### src/verilog/vlt_pkg.sv
// constants, field layout and enumerations of the video line trigger
// assumes a 10 MHz sample clock; used by the top only, its two leaves do not import it
package vlt_pkg;

	// ------------------------------------------------------------
	// clock and times
	// ------------------------------------------------------------
	localparam int CLK_NS = 100;
	localparam int PGTH_MIN_NS = 5;
	localparam longint PGTH_MAX_NS = 64'd9999999900;
	localparam int VSYNC_MIN_NS = 20000;
	localparam int HSYNC_DEF_NS = 2000;
	localparam int PGTH_MIN_RAW = (PGTH_MIN_NS + CLK_NS - 1) / CLK_NS;
	localparam int unsigned PGTH_MIN_CYC = (PGTH_MIN_RAW < 1) ? 1 : PGTH_MIN_RAW;
	localparam int unsigned PGTH_MAX_CYC = 32'(PGTH_MAX_NS / CLK_NS);
	localparam int unsigned VSYNC_CYC = (VSYNC_MIN_NS + CLK_NS - 1) / CLK_NS;
	localparam int unsigned HSYNC_DEF_CYC = (HSYNC_DEF_NS + CLK_NS - 1) / CLK_NS;

	// ------------------------------------------------------------
	// widths and register map
	// ------------------------------------------------------------
	localparam int ADDR_W = 8;
	localparam int DATA_W = 32;
	localparam int N_CH = 4;
	localparam int SRC_W = 2;
	localparam int MODE_W = 3;
	localparam int STD_W = 3;
	localparam int LINE_W = 11;
	localparam int EV_W = 24;
	localparam int PW_W = 27;
	localparam logic [7:0] OFF_CTRL = 8'h00;
	localparam logic [7:0] OFF_LINE = 8'h04;
	localparam logic [7:0] OFF_EVCNT = 8'h08;
	localparam logic [7:0] OFF_SYNC_WIDTH_QUALIFIER = 8'h0C;
	localparam logic [7:0] OFF_PGTH = 8'h10;
	localparam logic [7:0] OFF_STATUS = 8'h14;
	localparam int CTRL_SRC_LSB = 0;
	localparam int CTRL_MODE_LSB = 2;
	localparam int CTRL_STD_LSB = 5;
	localparam int CTRL_TVPOL_BIT = 8;
	localparam int CTRL_UDPOL_BIT = 9;
	localparam int CTRL_HSYNC_BIT = 10;
	localparam int ST_FIELD_BIT = 0;
	localparam int ST_WAIT_BIT = 1;
	localparam int ST_CST_LSB = 2;
	localparam int ST_LINE_LSB = 16;

	// ------------------------------------------------------------
	// line limits and reset values
	// ------------------------------------------------------------
	localparam logic [10:0] LINE_MIN = 11'h001;
	localparam logic [10:0] LINES_525_FORMAT_F1_MAX = 11'h107;
	localparam logic [10:0] LINES_525_FORMAT_F2_MAX = 11'h106;
	localparam logic [10:0] LINES_525_FORMAT_FRAME = 11'h20D;
	localparam logic [10:0] LINES_625_FORMAT_F1_MAX = 11'h139;
	localparam logic [10:0] LINES_625_FORMAT_F2_MIN = 11'h13A;
	localparam logic [10:0] LINES_625_FORMAT_ALT_MAX = 11'h138;
	localparam logic [10:0] LINES_625_FORMAT_FRAME = 11'h271;
	localparam logic [10:0] L1080_FRAME = 11'h465;
	localparam int unsigned EV_MIN = 32'h00000001;
	localparam int unsigned EV_MAX = 32'h00F42400;
	localparam logic [10:0] RST_LINE = 11'h001;
	localparam logic [23:0] RST_EVCNT = 24'h000001;
	localparam logic [26:0] RST_SYNC_WIDTH_QUALIFIER = 27'(HSYNC_DEF_CYC);
	localparam logic [26:0] RST_PGTH = 27'(PGTH_MIN_CYC);

	// ------------------------------------------------------------
	// enumerations
	// ------------------------------------------------------------
	typedef enum logic [2:0] {
		every_field_mode,
		every_line_mode,
		alternate_field_mode,
		first_field_mode,
		second_field_mode,
		line_mode
	} vlt_mode_t;

	typedef enum logic [2:0] {
		interlaced_1080_at_60hz,
		interlaced_1080_at_50hz,
		lines_525_format,
		lines_625_format,
		custom_video_format
	} vlt_std_t;

	typedef enum logic [1:0] {
		cst_idle,
		cst_count,
		cst_search
	} vlt_cst_t;

endpackage

### src/verilog/vlt_pulse_qual.sv
// pulse width qualifier: one pulse per run of the active level once it lasts thr cycles
// assumes thr is never zero; run counter saturates so long pulses fire once
`timescale 1ns/10ps
`default_nettype none

module vlt_pulse_qual #(
	parameter int W = 27
) (
	input wire logic clk,
	input wire logic rst,
	input wire logic act,
	input wire logic [W-1:0] thr,
	output logic qual_q
);
	logic [W-1:0] run_q;

	always_ff @(posedge clk) begin
		if (rst || !act) begin
			run_q <= {W{1'b0}};
		end else if (run_q != {W{1'b1}}) begin
			run_q <= run_q + W'(1);
		end
	end

	// shorter runs never reach thr and are dropped
	always_ff @(posedge clk) begin
		if (rst) begin
			qual_q <= 1'b0;
		end else begin
			qual_q <= act && (run_q + W'(1) == thr);
		end
	end

	a_qual_width:
	assert property (@(posedge clk) disable iff (rst) qual_q |-> run_q == thr && $past(act))
		else $error("qualified pulse without full width");

	a_qual_single:
	assert property (@(posedge clk) disable iff (rst) qual_q |=> !qual_q)
		else $error("qualifier fired twice in a row");

endmodule // vlt_pulse_qual

`default_nettype wire

### src/verilog/vlt_src_sel.sv
// channel picker with polarity: flags the sync-active level of one channel
// assumes channel inputs are digitised comparator levels, synchronous to clk
`timescale 1ns/10ps
`default_nettype none

module vlt_src_sel #(
	parameter int N_CH = 4
) (
	input wire logic clk,
	input wire logic rst,
	input wire logic [N_CH-1:0] chan_in,
	input wire logic [$clog2(N_CH)-1:0] sel,
	input wire logic pol,
	output logic act_q
);
	localparam int SEL_W = $clog2(N_CH);

	logic [N_CH-1:0] hit;

	// negative polarity means the pulse is the low level
	genvar g;
	generate
		for (g = 0; g < N_CH; g++) begin : g_ch
			assign hit[g] = (sel == SEL_W'(g)) && (chan_in[g] ~^ pol);
		end
	endgenerate

	always_ff @(posedge clk) begin
		if (rst) begin
			act_q <= 1'b0;
		end else begin
			act_q <= |hit;
		end
	end

endmodule // vlt_src_sel

`default_nettype wire

### src/verilog/vlt_top.sv
// video line trigger: sync detection, field and line counting, custom-format arming
// assumes one 10 MHz clock, synchronous digitised channels, plain register port
//
// Added by the designer: the placing of the registers and the plain strobed port.
`timescale 1ns/10ps
`default_nettype none

// How it works
// - after the chosen field's vertical sync, count lines and trigger at the target
// - line writes outside the range for standard and mode are ignored
// - mode picks every field, every line, alternate, first, second or one line
// - vertical sync of the programmed polarity is detected and toggles the field
// - one of four channels feeds every sync detector
// - standard picks a 1080 interlaced, 525, 625 or custom format
// - custom format: after arming count 1 to 16,000,000 horizontal syncs
// - one bit enables horizontal-sync triggering in custom format, read back as written
// - horizontal sync pulses shorter than the programmed width are ignored
// - arming needs a pulse wider than the programmed minimum, 5 ns to 9.9999999 s; the code's lowest setting is one 100 ns cycle
// - arming pulse uses its own polarity setting
// - every setting reads back as the value in effect
module vlt_top #(
	parameter int unsigned PGTH_MAX_CYC = vlt_pkg::PGTH_MAX_CYC,
	parameter int unsigned EV_MAX = vlt_pkg::EV_MAX,
	parameter int unsigned VSYNC_CYC = vlt_pkg::VSYNC_CYC
) (
	input wire logic clk,
	input wire logic rst,
	input wire logic [vlt_pkg::N_CH-1:0] chan_in,
	input wire logic [vlt_pkg::ADDR_W-1:0] addr,
	input wire logic [vlt_pkg::DATA_W-1:0] wdata,
	input wire logic wr_en,
	input wire logic rd_en,
	output logic [vlt_pkg::DATA_W-1:0] rdata,
	output logic trig_out
);
	// ------------------------------------------------------------
	// settings
	// ------------------------------------------------------------
	logic [vlt_pkg::SRC_W-1:0] src_q;
	vlt_pkg::vlt_mode_t mode_q;
	vlt_pkg::vlt_std_t std_q;
	logic tv_pol_q;
	logic ud_pol_q;
	logic hs_en_q;
	logic [vlt_pkg::LINE_W-1:0] line_q;
	logic [vlt_pkg::EV_W-1:0] evcnt_q;
	logic [vlt_pkg::PW_W-1:0] sync_width_qualifier_q;
	logic [vlt_pkg::PW_W-1:0] pgth_q;
	logic [vlt_pkg::DATA_W-1:0] rdata_q;
	logic [vlt_pkg::DATA_W-1:0] rd_d;

	logic wr_ctrl;
	logic wr_line;
	logic wr_evcnt;
	logic wr_sync_width_qualifier;
	logic wr_pgth;
	logic line_wr_ok;
	logic mode_wr_ok;
	logic std_wr_ok;

	assign wr_ctrl = wr_en && (addr == vlt_pkg::OFF_CTRL);
	assign wr_line = wr_en && (addr == vlt_pkg::OFF_LINE);
	assign wr_evcnt = wr_en && (addr == vlt_pkg::OFF_EVCNT);
	assign wr_sync_width_qualifier = wr_en && (addr == vlt_pkg::OFF_SYNC_WIDTH_QUALIFIER);
	assign wr_pgth = wr_en && (addr == vlt_pkg::OFF_PGTH);
	assign mode_wr_ok = wdata[vlt_pkg::CTRL_MODE_LSB +: vlt_pkg::MODE_W] <= vlt_pkg::line_mode;
	assign std_wr_ok = wdata[vlt_pkg::CTRL_STD_LSB +: vlt_pkg::STD_W]
		<= vlt_pkg::custom_video_format;

	// legal line window depends on the standard and mode in effect
	function automatic logic line_ok(
		input vlt_pkg::vlt_std_t s,
		input vlt_pkg::vlt_mode_t m,
		input logic [vlt_pkg::DATA_W-1:0] n
	);
		logic [vlt_pkg::LINE_W-1:0] lo;
		logic [vlt_pkg::LINE_W-1:0] hi;
		lo = vlt_pkg::LINE_MIN;
		hi = vlt_pkg::L1080_FRAME;
		case (s)
			vlt_pkg::lines_525_format: begin
				if (m == vlt_pkg::first_field_mode) begin
					hi = vlt_pkg::LINES_525_FORMAT_F1_MAX;
				end else if (m == vlt_pkg::line_mode) begin
					hi = vlt_pkg::LINES_525_FORMAT_FRAME;
				end else begin
					hi = vlt_pkg::LINES_525_FORMAT_F2_MAX;
				end
			end
			vlt_pkg::lines_625_format: begin
				if (m == vlt_pkg::first_field_mode) begin
					hi = vlt_pkg::LINES_625_FORMAT_F1_MAX;
				end else if (m == vlt_pkg::second_field_mode) begin
					lo = vlt_pkg::LINES_625_FORMAT_F2_MIN;
					hi = vlt_pkg::LINES_625_FORMAT_FRAME;
				end else if (m == vlt_pkg::line_mode) begin
					hi = vlt_pkg::LINES_625_FORMAT_FRAME;
				end else begin
					hi = vlt_pkg::LINES_625_FORMAT_ALT_MAX;
				end
			end
			default: begin
				hi = vlt_pkg::L1080_FRAME;
			end
		endcase
		return (n >= 32'(lo)) && (n <= 32'(hi));
	endfunction

	assign line_wr_ok = line_ok(std_q, mode_q, wdata);

	// out-of-range writes leave the old value in effect
	always_ff @(posedge clk) begin
		if (rst) begin
			src_q <= 2'h0;
			mode_q <= vlt_pkg::every_field_mode;
			std_q <= vlt_pkg::lines_525_format;
			tv_pol_q <= 1'b0;
			ud_pol_q <= 1'b0;
			hs_en_q <= 1'b0;
		end else if (wr_ctrl) begin
			src_q <= wdata[vlt_pkg::CTRL_SRC_LSB +: vlt_pkg::SRC_W];
			if (mode_wr_ok) begin
				mode_q <= vlt_pkg::vlt_mode_t'(wdata[vlt_pkg::CTRL_MODE_LSB +: vlt_pkg::MODE_W]);
			end
			if (std_wr_ok) begin
				std_q <= vlt_pkg::vlt_std_t'(wdata[vlt_pkg::CTRL_STD_LSB +: vlt_pkg::STD_W]);
			end
			tv_pol_q <= wdata[vlt_pkg::CTRL_TVPOL_BIT];
			ud_pol_q <= wdata[vlt_pkg::CTRL_UDPOL_BIT];
			hs_en_q <= wdata[vlt_pkg::CTRL_HSYNC_BIT];
		end
	end

	always_ff @(posedge clk) begin
		if (rst) begin
			line_q <= vlt_pkg::RST_LINE;
			evcnt_q <= vlt_pkg::RST_EVCNT;
			sync_width_qualifier_q <= vlt_pkg::RST_SYNC_WIDTH_QUALIFIER;
			pgth_q <= vlt_pkg::RST_PGTH;
		end else begin
			if (wr_line && line_wr_ok) begin
				line_q <= wdata[vlt_pkg::LINE_W-1:0];
			end
			if (wr_evcnt && wdata >= vlt_pkg::EV_MIN && wdata <= EV_MAX) begin
				evcnt_q <= wdata[vlt_pkg::EV_W-1:0];
			end
			if (wr_sync_width_qualifier && wdata >= 32'h00000001 && wdata <= PGTH_MAX_CYC) begin
				sync_width_qualifier_q <= wdata[vlt_pkg::PW_W-1:0];
			end
			if (wr_pgth && wdata >= vlt_pkg::PGTH_MIN_CYC && wdata <= PGTH_MAX_CYC) begin
				pgth_q <= wdata[vlt_pkg::PW_W-1:0];
			end
		end
	end

	// ------------------------------------------------------------
	// sync detection
	// ------------------------------------------------------------
	logic act_tv;
	logic act_ud;
	logic hs_ev;
	logic vs_ev;
	logic arm_ev;
	logic [vlt_pkg::PW_W-1:0] arm_thr;

	// strictly wider than the minimum: one cycle past it
	assign arm_thr = pgth_q + 27'h0000001;

	vlt_src_sel #(.N_CH(vlt_pkg::N_CH)) u_sel_tv (
		.clk(clk),
		.rst(rst),
		.chan_in(chan_in),
		.sel(src_q),
		.pol(tv_pol_q),
		.act_q(act_tv)
	);

	vlt_src_sel #(.N_CH(vlt_pkg::N_CH)) u_sel_ud (
		.clk(clk),
		.rst(rst),
		.chan_in(chan_in),
		.sel(src_q),
		.pol(ud_pol_q),
		.act_q(act_ud)
	);

	vlt_pulse_qual #(.W(vlt_pkg::PW_W)) u_hs_qual (
		.clk(clk),
		.rst(rst),
		.act(act_tv),
		.thr(sync_width_qualifier_q),
		.qual_q(hs_ev)
	);

	// a vertical pulse also counts as a line once; it then restarts the count
	vlt_pulse_qual #(.W(vlt_pkg::PW_W)) u_vs_qual (
		.clk(clk),
		.rst(rst),
		.act(act_tv),
		.thr(vlt_pkg::PW_W'(VSYNC_CYC)),
		.qual_q(vs_ev)
	);

	vlt_pulse_qual #(.W(vlt_pkg::PW_W)) u_arm_qual (
		.clk(clk),
		.rst(rst),
		.act(act_ud),
		.thr(arm_thr),
		.qual_q(arm_ev)
	);

	// ------------------------------------------------------------
	// field tracking and line counting
	// ------------------------------------------------------------
	logic is_custom;
	logic field_one_q;
	logic alt_q;
	logic wait_q;
	logic [vlt_pkg::LINE_W-1:0] line_cnt_q;
	logic [vlt_pkg::LINE_W-1:0] target_q;
	logic [vlt_pkg::LINE_W-1:0] target_d;
	logic field_qual;
	logic line_hit;
	logic std_trig;

	assign is_custom = (std_q == vlt_pkg::custom_video_format);
	assign line_hit = (line_cnt_q + 11'h001 == target_q);

	// no field-parity measure: fields simply alternate on every vertical sync
	always_ff @(posedge clk) begin
		if (rst) begin
			field_one_q <= 1'b0;
			alt_q <= 1'b1;
		end else if (vs_ev) begin
			field_one_q <= !field_one_q;
			alt_q <= !alt_q;
		end
	end

	always_comb begin
		case (mode_q)
			vlt_pkg::every_field_mode: field_qual = 1'b1;
			vlt_pkg::alternate_field_mode: field_qual = alt_q;
			vlt_pkg::first_field_mode: field_qual = !field_one_q;
			vlt_pkg::line_mode: field_qual = !field_one_q;
			vlt_pkg::second_field_mode: field_qual = field_one_q;
			default: field_qual = 1'b0;
		endcase
	end

	// second field of 625 counts from its own sync, numbers from the first
	always_comb begin
		target_d = line_q;
		if (std_q == vlt_pkg::lines_625_format && mode_q == vlt_pkg::second_field_mode) begin
			target_d = line_q - vlt_pkg::LINES_625_FORMAT_F1_MAX;
		end
	end

	always_ff @(posedge clk) begin
		if (rst || wr_ctrl || is_custom) begin
			wait_q <= 1'b0;
			line_cnt_q <= 11'h000;
			target_q <= vlt_pkg::RST_LINE;
		end else if (vs_ev) begin
			if (field_qual) begin
				wait_q <= 1'b1;
				line_cnt_q <= 11'h000;
				target_q <= target_d;
			end else if (mode_q != vlt_pkg::line_mode) begin
				wait_q <= 1'b0;
			end
		end else if (hs_ev && wait_q) begin
			line_cnt_q <= line_cnt_q + 11'h001;
			if (line_hit) begin
				wait_q <= 1'b0;
			end
		end
	end

	assign std_trig = !is_custom && hs_ev && !vs_ev
		&& ((mode_q == vlt_pkg::every_line_mode) || (wait_q && line_hit));

	// ------------------------------------------------------------
	// custom format arming
	// ------------------------------------------------------------
	vlt_pkg::vlt_cst_t cst_q;
	logic [vlt_pkg::EV_W-1:0] ev_cnt_q;
	logic ev_hit;
	logic cust_trig;

	assign ev_hit = (ev_cnt_q + 24'h000001 == evcnt_q);

	always_ff @(posedge clk) begin
		if (rst || wr_ctrl || !is_custom) begin
			cst_q <= vlt_pkg::cst_idle;
			ev_cnt_q <= 24'h000000;
		end else begin
			case (cst_q)
				vlt_pkg::cst_idle: begin
					if (arm_ev) begin
						cst_q <= vlt_pkg::cst_count;
						ev_cnt_q <= 24'h000000;
					end
				end
				vlt_pkg::cst_count: begin
					if (hs_ev) begin
						ev_cnt_q <= ev_cnt_q + 24'h000001;
						if (ev_hit) begin
							cst_q <= hs_en_q ? vlt_pkg::cst_search : vlt_pkg::cst_idle;
						end
					end
				end
				vlt_pkg::cst_search: begin
					if (hs_ev) begin
						cst_q <= vlt_pkg::cst_idle;
					end
				end
				default: begin
					cst_q <= vlt_pkg::cst_idle;
				end
			endcase
		end
	end

	assign cust_trig = is_custom && hs_ev && ((cst_q == vlt_pkg::cst_count && ev_hit && !hs_en_q)
		|| (cst_q == vlt_pkg::cst_search));

	always_ff @(posedge clk) begin
		if (rst) begin
			trig_out <= 1'b0;
		end else begin
			trig_out <= std_trig || cust_trig;
		end
	end

	// ------------------------------------------------------------
	// readback
	// ------------------------------------------------------------
	always_comb begin
		rd_d = 32'h00000000;
		case (addr)
			vlt_pkg::OFF_CTRL: begin
				rd_d[vlt_pkg::CTRL_SRC_LSB +: vlt_pkg::SRC_W] = src_q;
				rd_d[vlt_pkg::CTRL_MODE_LSB +: vlt_pkg::MODE_W] = mode_q;
				rd_d[vlt_pkg::CTRL_STD_LSB +: vlt_pkg::STD_W] = std_q;
				rd_d[vlt_pkg::CTRL_TVPOL_BIT] = tv_pol_q;
				rd_d[vlt_pkg::CTRL_UDPOL_BIT] = ud_pol_q;
				rd_d[vlt_pkg::CTRL_HSYNC_BIT] = hs_en_q;
			end
			vlt_pkg::OFF_LINE: rd_d[vlt_pkg::LINE_W-1:0] = line_q;
			vlt_pkg::OFF_EVCNT: rd_d[vlt_pkg::EV_W-1:0] = evcnt_q;
			vlt_pkg::OFF_SYNC_WIDTH_QUALIFIER: rd_d[vlt_pkg::PW_W-1:0] = sync_width_qualifier_q;
			vlt_pkg::OFF_PGTH: rd_d[vlt_pkg::PW_W-1:0] = pgth_q;
			vlt_pkg::OFF_STATUS: begin
				rd_d[vlt_pkg::ST_FIELD_BIT] = field_one_q;
				rd_d[vlt_pkg::ST_WAIT_BIT] = wait_q;
				rd_d[vlt_pkg::ST_CST_LSB +: 2] = cst_q;
				rd_d[vlt_pkg::ST_LINE_LSB +: vlt_pkg::LINE_W] = line_cnt_q;
			end
			default: rd_d = 32'h00000000;
		endcase
	end

	// data only in the cycle after the read strobe, zero otherwise
	always_ff @(posedge clk) begin
		if (rst || !rd_en) begin
			rdata_q <= 32'h00000000;
		end else begin
			rdata_q <= rd_d;
		end
	end

	assign rdata = rdata_q;

	// ------------------------------------------------------------
	// checks
	// ------------------------------------------------------------
	logic tv_raw;
	logic ud_raw;

	assign tv_raw = chan_in[src_q] ~^ tv_pol_q;
	assign ud_raw = chan_in[src_q] ~^ ud_pol_q;

	a_line_hit:
	assert property (@(posedge clk) disable iff (rst)
		!is_custom && wait_q && hs_ev && !vs_ev && line_hit |=> trig_out && !wait_q)
		else $error("target line reached without trigger");

	a_line_range:
	assert property (@(posedge clk) disable iff (rst)
		wr_line && !line_wr_ok |=> $stable(line_q))
		else $error("out-of-range line number accepted");

	a_every_line:
	assert property (@(posedge clk) disable iff (rst)
		!is_custom && mode_q == vlt_pkg::every_line_mode && hs_ev && !vs_ev |=> trig_out)
		else $error("every-line mode missed a line");

	a_vsync_field:
	assert property (@(posedge clk) disable iff (rst)
		vs_ev |=> field_one_q != $past(field_one_q))
		else $error("field did not advance on vertical sync");

	a_source_pick:
	assert property (@(posedge clk) disable iff (rst) ##1 act_tv == $past(tv_raw))
		else $error("sync detector not fed by selected channel");

	a_std_reject:
	assert property (@(posedge clk) disable iff (rst)
		wr_ctrl && !std_wr_ok |=> std_q == $past(std_q))
		else $error("undefined standard code accepted");

	a_event_count:
	assert property (@(posedge clk) disable iff (rst)
		is_custom && cst_q == vlt_pkg::cst_count && hs_ev && ev_hit && !hs_en_q |=> trig_out)
		else $error("event count reached without trigger");

	a_hsync_read:
	assert property (@(posedge clk) disable iff (rst)
		rd_en && addr == vlt_pkg::OFF_CTRL |=> rdata[vlt_pkg::CTRL_HSYNC_BIT] == $past(hs_en_q))
		else $error("horizontal sync enable read back wrong");

	a_pgth_reject:
	assert property (@(posedge clk) disable iff (rst)
		wr_pgth && (wdata < vlt_pkg::PGTH_MIN_CYC || wdata > PGTH_MAX_CYC) |=> $stable(pgth_q))
		else $error("arming width outside limits accepted");

	a_arm_polarity:
	assert property (@(posedge clk) disable iff (rst) ##1 act_ud == $past(ud_raw))
		else $error("arming pulse polarity not applied");

	a_line_read:
	assert property (@(posedge clk) disable iff (rst)
		rd_en && addr == vlt_pkg::OFF_LINE |=> rdata == {21'h000000, $past(line_q)})
		else $error("line number read back wrong");

	a_trig_single:
	assert property (@(posedge clk) disable iff (rst) trig_out |=> !trig_out)
		else $error("trigger longer than one cycle");

endmodule // vlt_top

`default_nettype wire
### config.mk
export PLATFORM = sky130hd
export DESIGN_NAME = vlt_top
export DESIGN_NICKNAME = d
export VERILOG_FILES = /design/src/verilog/vlt_pkg.sv /design/src/verilog/vlt_pulse_qual.sv /design/src/verilog/vlt_src_sel.sv /design/src/verilog/vlt_top.sv
export SDC_FILE = /design/constraint.sdc
export NUM_CORES = 1
export LEC_CHECK = 0
export BUFFER_PORTS_ARGS = -buffer_cell sky130_fd_sc_hd__buf_2
export CORE_UTILIZATION = 60
export DETAILED_ROUTE_END_ITERATION = 8
export PLACE_DENSITY = 0.85
export SYNTH_ARGS = -nofsm -noshare
export SYNTH_HDL_FRONTEND = slang
export SYNTH_SLANG_ARGS = --single-unit
### constraint.sdc
create_clock -name clk -period 4.1 [get_ports clk]
set_input_delay 0.205 -clock clk [delete_from_list [all_inputs] [get_ports clk]]
set_output_delay 0.205 -clock clk [all_outputs]
set_load 0.1 [all_outputs]
==> results.yml, run 1 <==
clocking:
  clk_pin_slew_worst_paths_ns: 0.06
  cts-root-buf: "clkbuf_16"
  cts_tree: "yes"
  cts_made_buffers: 28
  clockBufferDepth: 3
  htree_levels: 1
  cts.sinks: 265
  clock_latency_ns: 0.55
run:
  cap_violations: 0
sta:
  min_period_ns: 3.30
  rsz0062_at_grt: "false"
  hold_viol: 0
  fin_crit_sh: 0.805
  clock.fmax_ghz: 0.303
  max-slew-margin-rel: 0.338
  finClkSkew_ns: 0.0118
  fin_setup_tns_ns: 0
  setup_viol: 0
  finalMaxSlewViolations: 0
  fin_ws_ns: 0.798
  worst_pin_slew_ns: 0.990
min_path:
  hp-class: "primary input to flop"
  hold_depth: 3
  min_to: "src_q[0]$_SDFFE_PP0P_"
  hp-start: "wdata[0]"
synthesis:
  synthCells: 1787
  synthTopCellsByArea: "dfxtp_1 36%, xnor2_1 7.4%, nor2_1 6.5%"
  synth.top_cell.area_share: 0.362
  synthFlopType: "dfxtp_1"
  synthArstFlopShare: 0
  synth_edf_count: 0
  yosysUniqueCellTypes: 73
  ys_seq_area_frac: 0.362
  post-synth-top-count-cell: "dfxtp_1"
  ys_ff_latch: 265
  syn_area_sq_um: 14700
  synth_area_leader_cell: "dfxtp_1"
  synth.top_cells.by_count: "265 x dfxtp_1, 254 x nor2_1, 160 x a21oi_1, 124 x xnor2_1, 108 x nand2_1"
  yosys_warnings: 0
  synth_area_per_cell_sq_um: 8.20
power_and_ir_drop:
  finalPower_w: 0.00548
  ir_worst_vdd_mv: 0.356
  power.density_nw_per_um2: 339
  leakagePower_nw: 5.66
placement:
  dp.cells: 2091
  dpl_cell_area_sq_um: 15100
  post-dp-hpwl_mm: 29.5
  pre_cts_slack_ns: 0.910
  gp_congestion: 0.994
  numPortBuffers: 75
worst_setup_path:
  timing.critical_path.cells: "ha_1 -> nand3_1 -> nor3_1 -> nand2_1 -> nor2_1 -> and3_1 -> nand2_1 -> xnor2_1 -> nor2_1"
  rr_endpoint: "u_hs_qual.run_q[0]$_SDFFE_PP0P_"
  worstReg2RegStart: "u_hs_qual.run_q[0]$_SDFFE_PP0P_"
  critPathMaxStageDelay_ns: 0.64
  arrival_ns: 3.74
  required_ns: 4.53
  reg2reg_depth: 9
  r2r_slack_ns: 0.80
  crit_type: "flop to flop"
  crit_fanout: 26
  cp-end-kind: "flop"
  startpoint_type: "flop"
  slowest_stage: "nor3_1"
final_layout:
  fin_nets: 1880
  drive_gt1_frac: 0.0962
  antennaDiodeCount: 0
  area_delta_synth_final_pct: 10.5
  final_cells: 2149
  design_area_sq_um: 16200
run_status:
  status: "completed"
floorplanning:
  core_area_sq_um: 23700
  die_area_sq_um: 25000
  io_pins: 81
  num_rows: 56
  die_w_um: 158
  start_util: 0.619
  dieHeight_um: 158
global_route:
  grt_pass1_vias: 12600
  overflow: 0
  grt_max_degree: 91
  grt_pass1_wl_mm: 65.8
  grt_usage: 0.331
  antenna_found_initial: 0
routing:
  first_pass_iters: 7
  dr.first_iter.drc_count: 1667
  viasPerCell: 6.46
  antenna_left: 0
  drc: 0
  routedWlPerCell_um: 19.4
  wirelength_mm: 41.7
  vias: 13900
==> routing by layer <==
metal	part of all wire	global-route usage	wire, um
met2	0.44	0.520	18200
met3	0.10	0.0675	4340
met4	0.046	0.152	1920
met1	0.41	0.435	17200
met5	0	0	0
==> stage by stage <==
stage / hold slack (ns) / utilization
final: 0.0130 / 0.684
after global routing: 0.0106 / 0.684
after CTS: 0.00233 / 0.684
after detailed placement: 0.492 / 0.639
after global placement: 0.480 / 0.639
after floorplan: 0.323 / -
==> final cells by class <==
type	instances	area (sq um)
Sequential cell	265	5310
Timing Repair Buffer	100	581
Clock inverter	11	134
Multi-Input combinational cell	1385	8810
Clock buffer	41	861
Inverter	28	105
Fill cell	1898	7490
Tap cell	319	399
==> state kept, by name, summed over array words and instances, names as in the netlist, 2 cells and up <==
register / count
u_hs_qual.run_q: 27
pgth_q: 27
src_q: 2
target_q: 11
rdata: 27
evcnt_q: 24
u_arm_qual.run_q: 27
ev_cnt_q: 24
cst_q: 2
mode_q: 3
std_q: 3
sync_width_qualifier_q: 27
line_cnt_q: 11
u_vs_qual.run_q: 27
line_q: 11
==> worst max path at each step <==
stage / slack, ns / from / to
2_1_floorplan: 0.79 / std_q[2]$_SDFFE_PP0P_ / line_q[1]$_SDFFE_PP0P_
3_3_place_gp: 1.04 / std_q[2]$_SDFFE_PP0P_ / line_q[5]$_SDFFE_PP0P_
3_5_place_dp: 0.91 / u_hs_qual.run_q[0]$_SDFFE_PP0P_ / u_hs_qual.run_q[0]$_SDFFE_PP0P_
4_1_cts: 0.91 / u_hs_qual.run_q[0]$_SDFFE_PP0P_ / u_hs_qual.run_q[0]$_SDFFE_PP0P_
5_1_grt: 0.58 / std_q[2]$_SDFFE_PP0P_ / line_q[10]$_SDFFE_PP0P_
6_report: 0.80 / u_hs_qual.run_q[0]$_SDFFE_PP0P_ / u_hs_qual.run_q[0]$_SDFFE_PP0P_
==> critical path: cells and delay by family (launching register included) <==
family	cells	cell delay [ns]
adders and majority gates	1	0.24
DFF	1	0.42
xor gates and xnor gates	1	0.37
and+or+nand+nor	7	2.15
==> layout by cell type (no fill, tap or decap), drive strengths merged, types with 15 or more instances in the layout <==
cell,n
a21oi,161
a22oi,28
and3,28
and4,18
buf,94
clkbuf,41
dfxtp,265
ha,24
inv,28
mux2i,90
nand2,108
nand2b,15
nand3,83
nand4,45
nor2,254
nor3,55
nor4,31
o21ai,61
xnor2,124
xor2,76
==> kinds of logic after synthesis <==
kind of cell	after synthesis	share of synthesized area
compound gates	343	0.141
xor+xnor	202	0.123
fa+ha+maj	24	0.0205
buf+inv	141	0.0390
flops	265	0.362
mux	102	0.0761
other cells	1	0.000256
simple gates	709	0.239
==> timing repair <==
item                                    in CTS  in global routing
endpoints found under the setup margin       0                  0
setup buffers                                0                  0
hold buffers                                 6                  0
gates resized for setup                      0                  0
endpoints found under the hold margin       25                  0
==> where the power goes <==
| part | switching [W] | internal [W] | total [W] |
|---|---|---|---|
| Sequential | 0.00000305 | 0.00258 | 0.00258 |
| Combinational | 0.000143 | 0.0000533 | 0.000196 |
| Clock | 0.00107 | 0.00164 | 0.00271 |
| Total | 0.00121 | 0.00427 | 0.00548 |
Note: power is estimated with default switching activity, not from simulation.
==> inputs of run 2 (changes only) <==
--- a/config.mk
+++ b/config.mk
@@ -5,10 +5,11 @@
 export SDC_FILE = /design/constraint.sdc
 export NUM_CORES = 1
 export LEC_CHECK = 0
+export ABC_AREA = 1
 export BUFFER_PORTS_ARGS = -buffer_cell sky130_fd_sc_hd__buf_2
 export CORE_UTILIZATION = 60
 export DETAILED_ROUTE_END_ITERATION = 8
-export PLACE_DENSITY = 0.85
+export PLACE_DENSITY = 0.84
 export SYNTH_ARGS = -nofsm -noshare
 export SYNTH_HDL_FRONTEND = slang
 export SYNTH_SLANG_ARGS = --single-unit
==> constraint.sdc (replaced) <==
create_clock -name clk -period 3.1 [get_ports clk]
set_input_delay 0.155 -clock clk [delete_from_list [all_inputs] [get_ports clk]]
set_output_delay 0.155 -clock clk [all_outputs]
set_load 0.1 [all_outputs]
==> run 2 against run 1 <==
Net effect:
- synthesized cell count increased by 36%
- worst setup slack lost 0.41 ns
- sequential power rose by 32%
- fmax increased by 22%
- cell area up 9.8%
- via count up 20%
- register-to-register slack worse by 0.41 ns
==> results.yml, run 2 <==
power_and_ir_drop:
  seq_power_share: 0.458
  cell_internal_pwr_w: 0.00573
  p_sw_w: 0.00173
  power.density_nw_per_um2: 419
  swShare: 0.232
  ir_worst_vdd_mv: 0.527
  leakagePower_nw: 7.54
  clockPowerShare: 0.502
  comb_power_share: 0.040
clocking:
  htree_levels: 1
  clock_latency_ns: 0.57
  clockBufferDepth: 3
  cts_tree: "yes"
  cts-root-buf: "clkbuf_16"
  cts_made_buffers: 29
  cts.sinks: 265
  cts_setup_buffers: 0
  clk_pin_slew_worst_paths_ns: 0.06
placement:
  post-dp-hpwl_mm: 38.2
  pre_cts_slack_ns: 0.422
  gp_congestion: 1.02
  numPortBuffers: 75
  dp.cells: 2792
synthesis:
  synth_area_per_cell_sq_um: 6.57
  synth.top_cells.by_count: "560 x nand2_1, 312 x inv_1, 279 x nor2_1, 265 x dfxtp_1, 205 x a21oi_1"
  ys_ff_latch: 265
  synthFlopType: "dfxtp_1"
  synth_area_leader_cell: "dfxtp_1"
  ys_seq_area_frac: 0.333
  synthCells: 2426
  synth_edf_count: 0
  synthTopCellsByArea: "dfxtp_1 33%, nand2_1 13%, inv_1 7.3%"
  synthArstFlopShare: 0
  yosys_warnings: 0
  yosysUniqueCellTypes: 61
  syn_area_sq_um: 15900
  post-synth-top-count-cell: "nand2_1"
  synth.top_cell.area_share: 0.333
routing:
  vias: 16700
  routedWlPerCell_um: 17.9
  viasPerCell: 5.82
  antenna_left: 0
  wirelength_mm: 51.4
  dr.first_iter.drc_count: 1861
  drc: 0
  first_pass_iters: 6
global_route:
  overflow: 0
  grt_usage: 0.375
  grt_max_degree: 75
  grt_pass1_vias: 15200
  grt_pass1_wl_mm: 79.2
  antenna_found_initial: 0
worst_setup_path:
  arrival_ns: 3.21
  required_ns: 3.60
  startpoint_type: "flop"
  crit_type: "flop to flop"
  cp-end-kind: "flop"
  crit_fanout: 17
sta:
  finalMaxSlewViolations: 0
  worst_pin_slew_ns: 0.757
  clock.fmax_ghz: 0.369
  setup_viol: 0
  finClkSkew_ns: 0.0166
  hold_viol: 0
  fin_ws_ns: 0.388
  max-slew-margin-rel: 0.495
  fin_setup_tns_ns: 0
  min_period_ns: 2.71
  rsz0062_at_grt: "false"
  fin_crit_sh: 0.875
final_layout:
  final_common_cell: "nand2_1"
  fill_cells: 2311
  final_cell_mix: "560 x nand2_1, 312 x inv_1, 279 x nor2_1, 265 x dfxtp_1, 205 x a21oi_1"
  antennaDiodeCount: 0
  fin_nets: 2578
  final_cells: 2864
  regArea_sq_um: 5310
  area_delta_synth_final_pct: 11.5
  drive_gt1_frac: 0.0913
  multi_input_area_sq_um: 9100
  final_util: 0.682
run_status:
  status: "completed"
floorplanning:
  num_rows: 59
  io_pins: 81
  dieHeight_um: 165
  die_w_um: 165
  die_area_sq_um: 27200
  start_util: 0.612
  core_area_sq_um: 26100
run:
  cap_violations: 0
min_path:
  hp-class: "primary input to flop"
## run 2: changes by cell type in the layout (fill, tap and decap cells not counted), moves of 27 or more
cell and delta:
o21ai_0 +62, nand3_1 +88, a22oi_1 -27, nand2_1 +452, xnor2_1 -99, a21oi_1 +45
inv_1 +284, mux2i_1 -90
## run 2: metal layers
| layer | up-vias | part of all wire | global-route usage |
|---|---|---|---|
| met4 | 0 | 0.064 | 0.213 |
| li1 | 8087 | - | - |
| met5 | - | 0 | 0 |
| met1 | 7555 | 0.40 | 0.476 |
| met3 | 212 | 0.087 | 0.0610 |
| met2 | 802 | 0.44 | 0.601 |
## run 2: per-stage QoR
stage          hold WS, ns  area, sq um  total power [W]
4_1_cts            0.00516        17800          0.00745
6_report            0.0183        17800          0.00746
2_1_floorplan        0.268        16000          0.00363
5_1_grt             0.0162        17800          0.00761
3_3_place_gp         0.460        16600          0.00375
3_5_place_dp         0.467        16600          0.00376
## run 2: worst max-delay path, cell delays in order, from the launching register on
cell     delay, ns
dfxtp_1       0.35
inv_1         0.06
nor2_1        0.14
inv_1         0.08
nor2_1        0.21
nand2_2       0.24
ha_1          0.34
o21ai_0       0.16
nand2_1       0.08
a21o_1        0.17
nand3_1       0.06
nand2_1       0.06
nand4_1       0.07
nand3_1       0.07
nand3_1       0.10
buf_4         0.20
o21ai_0       0.10
a21oi_1       0.16
## run 2: layout make-up
type                            instances  share of cell area
Tap cell                              335              0.0236
Sequential cell                       265               0.298
Timing Repair Buffer                  113              0.0397
Clock inverter                         15              0.0108
Clock buffer                           39              0.0474
Multi-Input combinational cell       1772               0.512
Inverter                              325              0.0686
## run 2: logic make-up (layout without fill, tap and decap cells)
kind of cell,Yosys count,in the layout,share of synthesized area
compound gates,428,428,0.149
other cells,1,5,0.000235
simple gates,1204,1204,0.339
flops,265,265,0.333
fa+ha+maj,24,24,0.0188
xor+xnor,111,111,0.0629
buf+inv,393,492,0.0975
## run 2: worst paths after layout
kind	start	endpoint	slack [ns]	cells past startpoint
max reg2reg	std_q[1]$_SDFFE_PP1P_	line_q[1]$_SDFFE_PP0P_	0.39	17
max	std_q[1]$_SDFFE_PP1P_	line_q[1]$_SDFFE_PP0P_	0.39	17
min	wdata[9]	evcnt_q[9]$_SDFFE_PP0P_	0.02	3
min reg2reg	line_cnt_q[10]$_SDFFE_PP0P_	line_cnt_q[10]$_SDFFE_PP0P_	0.47	2
## run 2: power groups by stage
stage	sequential [W]	clock [W]	combinational, W
floorplan	0.00349	0	0.000146
global placement	0.00349	0	0.000266
detailed placement	0.00349	0	0.000271
CTS	0.00341	0.00375	0.000289
global route	0.00341	0.00388	0.000317
finish	0.00341	0.00374	0.000302
## run 2: repair_timing
action                                 4_1_cts  5_1_grt
endpoints found under the hold margin       20        0
resized for setup                            0        0
hold buffers                                18        0
==> inputs of run 3 (changes only) <==
==> constraint.sdc (replaced) <==
create_clock -name clk -period 3.1 [get_ports clk]
set_input_delay 0.31 -clock clk [delete_from_list [all_inputs] [get_ports clk]]
set_output_delay 0.31 -clock clk [all_outputs]
set_load 0.1 [all_outputs]
==> run 3 against run 2 <==
Net effect:
- first-iteration DRC count decreased by 11%
- register-to-register slack worse by 0.04 ns
- sequential share of layout area grew 0.29 points
- final cell count fell by 0.38%
- fmax fell by 1.6%
- worst setup slack lost 0.043 ns
- largest cell class unchanged
- highest routed layer unchanged
==> results.yml, run 3 (synthesized netlist as in run 2, its figures left out) <==
final_layout:
  area_delta_synth_final_pct: 10.5
  antennaDiodeCount: 0
  final_cells: 2853
  final_cell_mix: "560 x nand2_1, 312 x inv_1, 278 x nor2_1, 265 x dfxtp_1, 205 x a21oi_1"
  final_common_cell: "nand2_1"
  drive_gt1_frac: 0.0929
  fin_nets: 2567
placement:
  gp_congestion: 1.02
  numPortBuffers: 75
  post-dp-hpwl_mm: 40.2
  pre_cts_slack_ns: 0.120
  dp.cells: 2799
clocking:
  clk_pin_slew_worst_paths_ns: 0.06
  cts-hold-fix-buffers: 0
  cts-root-buf: "clkbuf_16"
  clockBufferDepth: 3
  clock_latency_ns: 0.57
  htree_levels: 1
  cts_made_buffers: 29
  cts.sinks: 265
  cts_tree: "yes"
min_path:
  hp-start: "wdata[20]"
  hold_depth: 3
  min_to: "evcnt_q[20]$_SDFFE_PP0P_"
  hp-class: "primary input to flop"
global_route:
  antenna_found_initial: 0
  grt_pass1_vias: 15200
  grt_usage: 0.381
  grt_max_degree: 72
  grt_pass1_wl_mm: 80.7
  overflow: 0
sta:
  holdWs_ns: 0.0788
  setup_viol: 0
  max-slew-margin-rel: 0.337
  finClkSkew_ns: 0.0311
  fin_crit_sh: 0.889
  finalMaxSlewViolations: 0
  worst_pin_slew_ns: 0.992
  rsz0062_at_grt: "false"
  hold_viol: 0
  fin_ws_ns: 0.345
  min_period_ns: 2.76
  fin_setup_tns_ns: 0
  clock.fmax_ghz: 0.363
worst_setup_path:
  cp-end-kind: "flop"
  rr_endpoint: "line_q[4]$_SDFFE_PP0P_"
  required_ns: 3.56
  r2r_slack_ns: 0.34
  crit_fanout: 17
  crit_type: "flop to flop"
  worstReg2RegStart: "std_q[1]$_SDFFE_PP1P_"
  reg2reg_depth: 17
  startpoint_type: "flop"
  arrival_ns: 3.21
power_and_ir_drop:
  leakagePower_nw: 7.47
  power.density_nw_per_um2: 411
  ir_worst_vdd_mv: 0.421
floorplanning:
  core_area_sq_um: 26100
  die_area_sq_um: 27200
  start_util: 0.612
  die_w_um: 165
  io_pins: 81
  dieHeight_um: 165
  num_rows: 59
routing:
  viasPerCell: 5.89
  routedWlPerCell_um: 18.4
  top_layer: "met4"
  route.met2.wl_mm: 23.9
  dr.first_iter.drc_count: 1655
  first_pass_iters: 6
  drc: 0
  wl_met1_mm: 21.2
  antenna_left: 0
  vias: 16800
  met3_length_mm: 4.39
  wirelength_mm: 52.4
run:
  cap_violations: 0
run_status:
  status: "completed"
## run 3: cell types whose count changed in the layout (fill, tap and decap cells not counted), sizes merged
cell,previous run,this run
dlygate4sd3,18,0
buf,95,102
clkbuf,39,42
clkinv,10,8
bufinv,4,3
## run 3: worst max-delay path, cell delays in order, from the launching register on
cell     delay [ns]
dfxtp_1        0.35
inv_1          0.07
nor2_2         0.18
inv_1          0.10
nor2_1         0.21
inv_1          0.10
nor2_1         0.09
a21oi_1        0.05
ha_1           0.29
a21oi_1        0.15
o21a_1         0.13
o21ai_0        0.11
nand2_1        0.08
nand3_1        0.07
nand2_1        0.09
nand3_2        0.25
o21ai_0        0.25
nor2_1         0.06
## run 3: where the power goes
part | internal (W) | total [W] | switching (W) | leakage (nW)
registers | 0.00341 | 0.00341 | 0.00000403 | 2.13
logic | 0.0000667 | 0.000282 | 0.000216 | 4.85
clock network | 0.00209 | 0.00354 | 0.00145 | 0.477
## run 3: per-stage QoR
step | utilization | instance area, sq um | power [W]
5_1_grt | 0.676 | 17600 | 0.00739
6_report | 0.676 | 17600 | 0.00724
4_1_cts | 0.676 | 17600 | 0.00724
3_5_place_dp | 0.638 | 16600 | 0.00376
3_3_place_gp | 0.638 | 16600 | 0.00376
2_1_floorplan | - | 16000 | 0.00363
## run 3: timing repair
item	CTS	global route
setup buffers	0	0
endpoints found under the hold margin	0	0
setup endpoints to repair	0	11
resized for setup	0	2
## run 3: final cells by class
cell class | count | area [sq um]
flip-flops and latches | 265 | 5310
repair buffers | 102 | 591
clock inverters | 12 | 145
inverters | 325 | 1220
multi-input cells | 1772 | 9110
well taps | 335 | 419
fillers | 2341 | 8450
clock buffers | 42 | 825
## run 3: worst max path at each step
stage                          start                      to  depth (start not counted)
5_1_grt        std_q[1]$_SDFFE_PP1P_  line_q[6]$_SDFFE_PP0P_                         16
6_report       std_q[1]$_SDFFE_PP1P_  line_q[4]$_SDFFE_PP0P_                         17
3_3_place_gp   std_q[1]$_SDFFE_PP1P_  line_q[9]$_SDFFE_PP0P_                         17
3_5_place_dp   std_q[1]$_SDFFE_PP1P_  line_q[7]$_SDFFE_PP0P_                         17
4_1_cts        std_q[1]$_SDFFE_PP1P_  line_q[6]$_SDFFE_PP0P_                         17
2_1_floorplan  std_q[1]$_SDFFE_PP1P_  line_q[7]$_SDFFE_PP0P_                         17
## run 3: routing by layer
metal	GRT usage	vias to the layer above
met5	0.00189	-
met4	0.204	0
met3	0.0555	183
met2	0.623	809
met1	0.483	7754
li1	-	8056
